<file path="src/common/wsc_regs.svh">
// Register offsets, field positions, reset values and lookup constants
`ifndef WSC_REGS_SVH
`define WSC_REGS_SVH

`define WSC_OFF_SOURCE_CTRL 8'h03
`define WSC_OFF_LOOKUP_INDEX 8'h08
`define WSC_OFF_WIPER 8'h09
`define WSC_OFF_OVERRIDE_CTRL 8'h0a
`define WSC_OFF_TEMPERATURE 8'h0c
`define WSC_OFF_SUPPLY 8'h0e

`define WSC_BIT_AUTO_COMP 0
`define WSC_BIT_SUM_SELECT 1
`define WSC_BIT_INDEX_OVERRIDE 1
`define WSC_BIT_WIPER_OVERRIDE 2

`define WSC_RST_SOURCE_CTRL 8'h03
`define WSC_RST_OVERRIDE_CTRL 8'h00
`define WSC_RST_LOOKUP_INDEX 8'h00
`define WSC_RST_WIPER 8'h00
`define WSC_RST_RESULT 8'h00

`define WSC_SOURCE_CTRL_MASK 8'h03
`define WSC_OVERRIDE_CTRL_MASK 8'h07

`define WSC_TABLE_SLOTS 72
`define WSC_TEMP_OFFSET 40
`define WSC_WIPER_MAX 7'h7f

`endif

</file>
<file path="src/common/wsc_pkg.sv">
// Types shared by the wiper source control block
package wsc_pkg;

  typedef struct packed {
    logic wr;
    logic rd;
    logic [7:0] addr;
    logic [7:0] wdata;
  } wsc_reg_req_t;

  typedef struct packed {
    logic frame_done;
    logic [7:0] temp;
    logic [7:0] supply;
  } wsc_conv_t;

  typedef enum logic [0:0] {
    WSC_RESTORE = 1'b0,
    WSC_RUN = 1'b1
  } wsc_phase_t;

endpackage

</file>
<file path="src/logic/wsc_regs_top.sv">
// Wiper source control, override control and converter result registers
//
// How it works
// RQ1 - Source control at 03h, two bits, default 03
// RQ2 - Sum select matters only with auto compensation
// RQ3 - Sum select 0 loads lookup value directly
// RQ4 - Sum select 1 loads initial plus lookup
// RQ5 - Auto off: initial value drives the wiper
// RQ6 - Auto off: converter results stop updating
// RQ7 - Auto on: indexed table slot sets wiper
// RQ8 - Reset restores source control from nonvolatile copy
// RQ9 - Lookup index at 08h, zero until frame
// RQ10 - Index writable only with index override set
// RQ11 - Wiper at 09h, writable only when overridden
// RQ12 - Wiper refreshed each cycle in auto mode
// RQ13 - Master always writes zero to override bit 0
// RQ14 - Wiper override makes wiper bus-loaded only; ignored while auto is off, where initial writes still load it
// RQ15 - Index override stops automatic index updates
// RQ16 - Temperature at 0Ch, per frame, auto only
// RQ17 - Shadow select keeps writes out of nonvolatile
// RQ18 - Table entries signed in sum, else unsigned
// RQ19 - Sum clamped to 0..127, never wraps
// RQ20 - Refused override writes ignored but acknowledged
`timescale 1ns/10ps
`include "wsc_regs.svh"

module wsc_regs_top #(
  parameter int SLOTS = `WSC_TABLE_SLOTS,
  parameter int TEMP_OFFSET = `WSC_TEMP_OFFSET
) (
  // Clock and reset
  input wire logic clk,
  input wire logic rst,
  // Register port from the serial interface engine
  input wire wsc_pkg::wsc_reg_req_t reg_req,
  output logic [7:0] reg_rdata,
  // Converter results, one frame_done pulse per frame
  input wire wsc_pkg::wsc_conv_t conv,
  // Lookup table slot addressed by table_index
  output logic [7:0] table_index,
  input wire logic [7:0] table_entry,
  // Initial value store and its wiper write-through
  input wire logic [7:0] initial_value,
  input wire logic initial_write,
  input wire logic [7:0] initial_wdata,
  // Shadow select and nonvolatile copy of source control
  input wire logic shadow_only,
  input wire logic [7:0] nv_recall,
  output logic nv_store,
  output logic [7:0] nv_data,
  // Wiper tap
  output logic [6:0] wiper
);

  wsc_pkg::wsc_phase_t phase_q;
  logic [7:0] src_ctrl_q;
  logic [7:0] ovr_ctrl_q;
  logic [7:0] index_q;
  logic [6:0] wiper_q;
  logic [7:0] temp_q;
  logic [7:0] supply_q;
  logic [7:0] rdata_q;
  logic nv_store_q;
  logic [7:0] nv_data_q;

  logic auto_on;
  logic sum_sel;
  logic wiper_ovr;
  logic index_ovr;
  logic run;
  logic frame_upd;
  logic [7:0] index_calc;
  logic [6:0] lookup_wiper;
  logic signed [8:0] sum_raw;
  logic [6:0] sum_sat;

  assign auto_on = src_ctrl_q[`WSC_BIT_AUTO_COMP];
  assign sum_sel = src_ctrl_q[`WSC_BIT_SUM_SELECT];
  assign wiper_ovr = ovr_ctrl_q[`WSC_BIT_WIPER_OVERRIDE];
  assign index_ovr = ovr_ctrl_q[`WSC_BIT_INDEX_OVERRIDE];
  assign run = (phase_q == wsc_pkg::WSC_RUN);
  assign frame_upd = run && auto_on && conv.frame_done; // RQ6

  function automatic logic wr_at(input logic [7:0] off);
    wr_at = reg_req.wr && (reg_req.addr == off);
  endfunction

  // Restore phase lets reset stay constant-only; strap-like values caught after release
  always_ff @(posedge clk) begin
    if (rst) begin
      phase_q <= wsc_pkg::WSC_RESTORE;
    end else begin
      phase_q <= wsc_pkg::WSC_RUN;
    end
  end

  // Source control register
  always_ff @(posedge clk) begin
    if (rst) begin
      src_ctrl_q <= `WSC_RST_SOURCE_CTRL; // RQ1
    end else if (!run) begin
      src_ctrl_q <= nv_recall & `WSC_SOURCE_CTRL_MASK; // RQ8
    end else if (wr_at(`WSC_OFF_SOURCE_CTRL)) begin
      src_ctrl_q <= reg_req.wdata & `WSC_SOURCE_CTRL_MASK; // RQ1
    end
  end

  // Nonvolatile copy updated only when shadow select is clear
  always_ff @(posedge clk) begin
    if (rst) begin
      nv_store_q <= 1'b0;
      nv_data_q <= `WSC_RST_SOURCE_CTRL;
    end else begin
      nv_store_q <= run && wr_at(`WSC_OFF_SOURCE_CTRL) && !shadow_only; // RQ17 RQ8
      if (run && wr_at(`WSC_OFF_SOURCE_CTRL)) begin
        nv_data_q <= reg_req.wdata & `WSC_SOURCE_CTRL_MASK;
      end
    end
  end

  // Override control; bit 0 stored as written, the master keeps it zero
  always_ff @(posedge clk) begin
    if (rst) begin
      ovr_ctrl_q <= `WSC_RST_OVERRIDE_CTRL; // RQ13
    end else if (run && wr_at(`WSC_OFF_OVERRIDE_CTRL)) begin
      ovr_ctrl_q <= reg_req.wdata & `WSC_OVERRIDE_CTRL_MASK;
    end
  end

  // Temperature to slot: two degrees per slot, clamped to the table
  always_comb begin
    logic signed [9:0] shifted;
    shifted = $signed({{2{conv.temp[7]}}, conv.temp}) + 10'(TEMP_OFFSET);
    if (shifted < 0) begin
      index_calc = 8'h00;
    end else if ((shifted >>> 1) > 10'(SLOTS - 1)) begin
      index_calc = 8'(SLOTS - 1);
    end else begin
      index_calc = shifted[8:1];
    end
  end

  // Lookup index
  always_ff @(posedge clk) begin
    if (rst) begin
      index_q <= `WSC_RST_LOOKUP_INDEX; // RQ9
    end else if (run && index_ovr && wr_at(`WSC_OFF_LOOKUP_INDEX)) begin
      index_q <= reg_req.wdata; // RQ10
    end else if (frame_upd && !index_ovr) begin
      index_q <= index_calc; // RQ15 RQ7
    end
  end

  // Unsigned entry above the wiper range saturates rather than wrapping
  assign lookup_wiper = table_entry[7] ? `WSC_WIPER_MAX : table_entry[6:0]; // RQ18
  assign sum_raw = $signed({2'b00, initial_value[6:0]})
                   + $signed({{2{table_entry[6]}}, table_entry[6:0]}); // RQ18 RQ4

  always_comb begin
    if (sum_raw < 0) begin
      sum_sat = 7'h00; // RQ19
    end else if (sum_raw > $signed({2'b00, `WSC_WIPER_MAX})) begin
      sum_sat = `WSC_WIPER_MAX; // RQ19
    end else begin
      sum_sat = sum_raw[6:0];
    end
  end

  // Wiper source mux
  always_ff @(posedge clk) begin
    if (rst) begin
      wiper_q <= 7'(`WSC_RST_WIPER);
    end else if (!run) begin
      wiper_q <= initial_value[6:0]; // RQ5
    end else if (!auto_on) begin
      if (initial_write) begin
        wiper_q <= initial_wdata[6:0]; // RQ5 RQ12
      end
    end else if (wiper_ovr) begin
      if (wr_at(`WSC_OFF_WIPER)) begin
        wiper_q <= reg_req.wdata[6:0]; // RQ11 RQ14 RQ20
      end
    end else if (sum_sel) begin
      wiper_q <= sum_sat; // RQ4 RQ2 RQ12
    end else begin
      wiper_q <= lookup_wiper; // RQ3 RQ7 RQ12
    end
  end

  // Converter results frozen while auto compensation is off
  always_ff @(posedge clk) begin
    if (rst) begin
      temp_q <= `WSC_RST_RESULT;
      supply_q <= `WSC_RST_RESULT;
    end else if (frame_upd) begin
      temp_q <= conv.temp; // RQ16 RQ6
      supply_q <= conv.supply; // RQ6
    end
  end

  // Read data, one cycle after the read strobe; unmapped reads give zero
  always_ff @(posedge clk) begin
    if (rst) begin
      rdata_q <= 8'h00;
    end else if (reg_req.rd) begin
      unique case (reg_req.addr)
        `WSC_OFF_SOURCE_CTRL: rdata_q <= src_ctrl_q;
        `WSC_OFF_LOOKUP_INDEX: rdata_q <= index_q; // RQ9
        `WSC_OFF_WIPER: rdata_q <= {1'b0, wiper_q}; // RQ11
        `WSC_OFF_OVERRIDE_CTRL: rdata_q <= ovr_ctrl_q;
        `WSC_OFF_TEMPERATURE: rdata_q <= temp_q; // RQ16
        `WSC_OFF_SUPPLY: rdata_q <= supply_q; // RQ6
        default: rdata_q <= 8'h00;
      endcase
    end
  end

  assign reg_rdata = rdata_q;
  assign table_index = index_q;
  assign nv_store = nv_store_q;
  assign nv_data = nv_data_q;
  assign wiper = wiper_q;
endmodule // wsc_regs_top

</file>
<file path="config.mk">
export PLATFORM = sky130hd
export DESIGN_NAME = wsc_regs_top
export DESIGN_NICKNAME = d
export VERILOG_FILES = /design/src/common/wsc_pkg.sv /design/src/logic/wsc_regs_top.sv
export VERILOG_INCLUDE_DIRS = /design/src /design/src/common
export SDC_FILE = /design/constraint.sdc
export NUM_CORES = 1
export LEC_CHECK = 0
export BUFFER_PORTS_ARGS = -buffer_cell sky130_fd_sc_hd__buf_2
export CORE_MARGIN = 4
export CORE_UTILIZATION = 51
export CTS_CLUSTER_SIZE = 10
export DETAILED_ROUTE_END_ITERATION = 8
export PLACE_DENSITY_LB_ADDON = 0.2
export SKIP_LAST_GASP = 1
export SYNTH_ARGS = -nofsm -noshare
export SYNTH_HDL_FRONTEND = slang
export SYNTH_SLANG_ARGS = --single-unit
</file>
<file path="constraint.sdc">
create_clock -name clk -period 2.25 [get_ports clk]
set_input_delay 0.3375 -clock clk [delete_from_list [all_inputs] [get_ports clk]]
set_output_delay 0.3375 -clock clk [all_outputs]
set_load 0.01 [all_outputs]
</file>
==> impl_metrics.tcl, run 1 <==
set metrics [dict create \
    async_flop_share_pct 0 \
    hold_violations 0 \
    postCtsSetupBuffers 0 \
    firstDrtPassIters 5 \
    crit_path_start_kind "primary input" \
    fmax_mhz 486.9 \
    period_minus_slack_ns 2.054 \
    seq_area_sq_um 960.9 \
    synthSimpleGateAreaFrac_pct 22.02 \
    multi_input_area_sq_um 1871 \
    cts_buffers 5 \
    area_growth_pct 21.73 \
    p_total_mw 2.021 \
    period_share_pct 91.28 \
    fin_util_pct 65.23 \
    grt_first_pass_wirelength_um 14440 \
    path_max_fanout 6 \
    routed_wl_um 8932 \
    grtUsageTotal_pct 24.60 \
    synth_adder_area_share_pct 4.801 \
    setup_viol 0 \
    slew_violations 0 \
    setup_slack_ns 0.1962 \
    hold_class "primary input to flop" \
    cts.sinks 48 \
    cp.required_ns 2.47 \
    yosys_warnings 0 \
    drt-vias-per-instance 5.833 \
    die_x_um 84.99 \
    grt-ovfl-total 0 \
    crit_arrival_ns 2.27 \
    wl_met3_um 786 \
    stdcell_count 550 \
    postSynthCellCount 384 \
    skew_ns 0.008192 \
    clock_latency_ns 0.30 \
    chipHeight_um 84.99 \
    layout-drive-gt1-share_pct 26.36 \
    route.met2.wl_um 3966 \
    rsz0062_at_grt "false" \
    synth_top_family_by_area "compound AO/OA/AOI/OAI gates" \
    cts_tree "built" \
    dp_hpwl_um 7055 \
    cap_violations 0 \
    diodes 0 \
    peakVddDrop_mv 0.4253 \
    cts_root_buf "clkbuf_8" \
    path_class "primary input to flop" \
    syn-cell-area_sq_um 3023 \
    final_common_cell "buf_2" \
    syn_avg_cell_area_sq_um 7.872 \
    postRouteAntennaNets 0 \
    status "finished clean" \
    synth_compound_area_share_pct 27.94 \
    worstSetupEndpointType "flop" \
    fill_cells 502 \
    first_iter_violations 282 \
    final.setup.tns_ns 0 \
    yosys.cell_types.count 52 \
    antenna_found_initial 0 \
    post-place-ws_ns -0.09165 \
    post_drt_wl_per_cell_um 16.24 \
    cts.htree.levels 2 \
    synthFlopType "dfxtp_1" \
    synth_mux_area_share_pct 4.056 \
    die-area_sq_um 7223 \
    drcViolationCount 0 \
    clock_path_buffers 2 \
    synth_edf_count 0 \
    num_rows 27 \
    clk_pin_slew_ns 0.09 \
    power_leakage_nw 1.625 \
    num-nets-final 559 \
    synth-seq-area-share_pct 31.79 \
    wl_met1_um 3999 \
    gp_congestion 0.8558 \
    routed-via-count 3208 \
    synth_top_area_share_pct 31.79 \
    start_util_pct 53.58 \
    synth.area.top_cells "dfxtp_1, nand2_1, a21oi_1, o21ai_0, ha_1" \
    synth.largest_area_cell "dfxtp_1" \
    rrSetupSlack_ns 0.44 \
    design.portCount 103 \
    cts_resized 0 \
    first_global_vias 2941 \
    cts_hold_buf 0 \
    synth-xor-area-share_pct 2.318 \
    top_layer_used "met4" \
    placed_cells 542 \
    cellPowerDensity_nw_per_um2 549.3 \
    port-buffer-count 88 \
    core-area_sq_um 5642 \
    grt_max_degree 39 \
    final_cell_mix "buf_2, nand2_1, dfxtp_1" \
    synth_seq_cells 48 \
]
cells by family after synthesis:
group	after synthesis
AOI/OAI and AO/OA	130
xor gates and xnor gates	8
adders and majority gates	11
buffers and inverters	42
DFF	48
muxes	11
other	1
and+or+nand+nor	133
per-stage QoR:
step	hold WS, ns	instance area (sq um)
final	0.1943	3680
after global routing	0.1891	3680
after CTS	0.1932	3680
after detailed placement	0.4316	3565
after global placement	0.4282	3565
after floorplan	0.4168	3042
layout make-up:
cell class / instances / share of cell area (%)
multi-input combinational: 299 / 50.83
clock inverter: 3 / 1.258
sequential: 48 / 26.11
timing repair buffer: 107 / 15.84
inverter: 16 / 1.632
tap: 72 / 2.448
clock buffer: 5 / 1.870
path summary, 6_finish.rpt:
path	startpoint	end	cells after the start
setup / recovery	table_entry[0]	wiper[4]	10
hold / removal	shadow_only	nv_store	2
setup reg to reg	src_ctrl_q[0]	table_index[3]	6
hold reg to reg	nv_data[0]	nv_data[0]	2
sequential cells by signal, summed over array words and instances, names as in the netlist:
signal	flops
phase_q	1
src_ctrl_q	2
nv_data	2
wiper	7
ovr_ctrl_q	3
table_index	8
reg_rdata	8
supply_q	8
temp_q	8
nv_store	1
power by group:
part	switching (mW)	internal (mW)
clock	0.311	0.335
combinational	0.251	0.199
sequential	0.0368	0.889
total	0.598	1.42
worst max-delay path: stages:
cell	delay, ns
buf_2	0.09
ha_1	0.16
inv_1	0.06
fa_1	0.40
nor2b_1	0.18
nor2_1	0.07
o221ai_1	0.22
xnor2_1	0.23
nand4_4	0.21
o311ai_2	0.31
synthesized netlist by cell type (2+ instances only):
| cell | number |
|---|---|
| nand2_1 | 53 |
| dfxtp_1 | 48 |
| a21oi_1 | 36 |
| o21ai_0 | 29 |
| nor2_1 | 28 |
| inv_1 | 16 |
| nor2b_1 | 14 |
| a22oi_1 | 13 |
| clkbuf_1 | 13 |
| o22ai_1 | 12 |
| and3_1 | 10 |
| ha_1 | 10 |
| mux2i_1 | 10 |
| nand3_1 | 8 |
| a21o_1 | 6 |
| a31oi_1 | 6 |
| buf_4 | 6 |
| xnor2_1 | 6 |
| a211oi_1 | 4 |
| buf_2 | 4 |
| nand4_1 | 4 |
| o31ai_1 | 4 |
| a221oi_1 | 3 |
| o221ai_1 | 3 |
| and4_1 | 2 |
| buf_6 | 2 |
| nand2b_1 | 2 |
| nand3b_1 | 2 |
| nor3_1 | 2 |
| nor3b_1 | 2 |
| o21bai_1 | 2 |
| o2bb2ai_1 | 2 |
| o311ai_2 | 2 |
| xor2_1 | 2 |
routing by layer:
| metal | vias to the layer above | track usage (%) |
|---|---|---|
| met3 | 15 | 5.534 |
| met2 | 141 | 36.72 |
| met1 | 1498 | 35.31 |
| li1 | 1554 | - |
| met4 | 0 | 7.194 |
| met5 | - | 0 |
Note: power is estimated with default switching activity, not from simulation.
==> run 2: changes to the inputs <==
--- a/config.mk
+++ b/config.mk
@@ -8,10 +8,11 @@
 export LEC_CHECK = 0
 export BUFFER_PORTS_ARGS = -buffer_cell sky130_fd_sc_hd__buf_2
 export CORE_MARGIN = 4
-export CORE_UTILIZATION = 51
+export CORE_UTILIZATION = 40
 export CTS_CLUSTER_SIZE = 10
 export DETAILED_ROUTE_END_ITERATION = 8
 export PLACE_DENSITY_LB_ADDON = 0.2
+export SETUP_SLACK_MARGIN = 0.5
 export SKIP_LAST_GASP = 1
 export SYNTH_ARGS = -nofsm -noshare
 export SYNTH_HDL_FRONTEND = slang
==> impl_metrics.tcl, run 2 (synthesis results as in run 1) <==
set metrics [dict create \
    status "finished clean" \
    cp.required_ns 2.46 \
    fin_util_pct 54.32 \
    start_util_pct 41.46 \
    grtUsageTotal_pct 20.03 \
    r2r_cells 5 \
    firstDrtPassIters 5 \
    drt-vias-per-instance 5.518 \
    first_global_vias 2941 \
    cap_violations 0 \
    place_area_sq_um 3591 \
    cts.htree.levels 2 \
    clock_power_share_pct 34.6 \
    path_max_fanout 5 \
    clk_pin_slew_ns 0.10 \
    post_drt_wl_per_cell_um 16.29 \
    die_x_um 94.93 \
    num-nets-final 565 \
    routed_wl_um 9496 \
    antenna_found_initial 0 \
    cellPowerDensity_nw_per_um2 557.7 \
    p_sw_share_pct 28.74 \
    num_rows 31 \
    grt_use_met1_pct 28.46 \
    setup_viol 0 \
    combinationalPowerShare_pct 23.4 \
    area_growth_pct 31.04 \
    port-buffer-count 88 \
    use_met3_pct 2.789 \
    top_usage_layer "met2" \
    hold_path.startpoint "shadow_only" \
    slew_violations 0 \
    drcViolationCount 0 \
    final_cell_mix "buf_2, nand2_1, dfxtp_1" \
    dp_hpwl_um 7086 \
    p_seq_share_pct 42.1 \
    cts_hold_buf 0 \
    crit_path_start_kind "primary input" \
    routed-via-count 3217 \
    r2r_end "table_index[1]" \
    gp_congestion 0.8828 \
    worstSetupEndpointType "flop" \
    crit_arrival_ns 2.01 \
    clock_latency_ns 0.31 \
    switching_power_mw 0.6349 \
    reg2reg_from "src_ctrl_q[0]" \
    fmax_mhz 556.3 \
    grt-ovfl-total 0 \
    hold_violations 0 \
    core-area_sq_um 7292 \
    design.portCount 103 \
    min_path_cells 2 \
    die-area_sq_um 9012 \
    intPower_mw 1.574 \
    final.setup.tns_ns 0 \
    use_met2_pct 31.65 \
    stdcell_area_sq_um 3961 \
    cts_buffers 5 \
    cts_tree "built" \
    skew_ns 0.008701 \
    layout-drive-gt1-share_pct 32.85 \
    grt_first_pass_wirelength_um 14280 \
    rsz0062_at_grt "true" \
    clock_path_buffers 2 \
    hold_class "primary input to flop" \
    period_minus_slack_ns 1.798 \
    cts.sinks 48 \
    diodes 0 \
    rrSetupSlack_ns 0.67 \
    cts_root_buf "clkbuf_8" \
    path_class "primary input to flop" \
    first_iter_violations 141 \
    postRouteAntennaNets 0 \
    peakVddDrop_mv 0.3667 \
    grt_max_degree 39 \
    period_share_pct 79.89 \
    min_to "nv_store" \
    final_common_cell "buf_2" \
    chipHeight_um 94.93 \
    power_leakage_nw 1.706 \
]
run 2: changes by cell type in the layout (fill, tap and decap cells not counted), moves of 4 or more:
cell,before,now
buf_4,19,27
nor2_1,28,24
ha_4,0,4
buf_2,88,82
ha_1,10,5
run 2: power by group through the flow:
stage | clock [mW] | combinational, mW | sequential (mW)
after floorplan | 0 | 0.273 | 0.942
after global placement | 0 | 0.434 | 0.946
after detailed placement | 0 | 0.439 | 0.947
after CTS | 0.766 | 0.461 | 0.928
after global routing | 0.803 | 0.564 | 0.934
final | 0.764 | 0.516 | 0.929
run 2: repair_timing:
item	in CTS	in global routing
endpoints found under the hold margin	0	0
setup buffers	4	9
gates cloned	0	0
pin swaps	8	8
setup endpoints to repair	6	17
resized for setup	7	29
run 2: layout make-up:
cell class / instances / area, sq um
fillers: 727 / 3331
multi-input cells: 299 / 2011
flip-flops and latches: 48 / 963.4
repair buffers: 113 / 665.6
well taps: 99 / 123.9
clock buffers: 5 / 68.82
clock inverters: 3 / 68.82
inverters: 16 / 60.06
run 2: how the worst max path moves through the flow:
| stage | startpoint | to | slack (ns) |
|---|---|---|---|
| after detailed placement | initial_value[0] | wiper[1] | 0.02 |
| after global placement | initial_value[0] | wiper[1] | 0.03 |
| after CTS | initial_value[0] | wiper[1] | 0.49 |
| final | table_entry[4] | wiper[4] | 0.45 |
| after floorplan | table_entry[0] | wiper[0] | 0.35 |
| after global routing | table_entry[4] | wiper[6] | 0.37 |
run 2: metrics by stage:
step	instances	hold WS (ns)	setup WS, ns	total power, mW
finish	583	0.1790	0.4524	2.209
global route	583	0.1974	0.3666	2.301
CTS	574	0.1783	0.4932	2.155
detailed placement	562	0.4463	0.02165	1.386
global placement	562	0.4281	0.03237	1.379
floorplan	389	0.4168	0.3550	1.215
run 2: critical path, cell delays in order:
cell      delay (ns)
buf_8           0.10
ha_4            0.25
a21o_1          0.20
a221oi_2        0.33
o21ai_2         0.14
xnor2_2         0.19
buf_4           0.17
nor2_4          0.04
o311ai_2        0.26
run 2: per-layer routing:
metal,up-vias,routed length (um),share of wire [%]
met3,14,578,6.1
li1,1569,-,-
met2,120,4408,46
met5,-,0,0
met4,0,150,1.6
met1,1514,4359,46
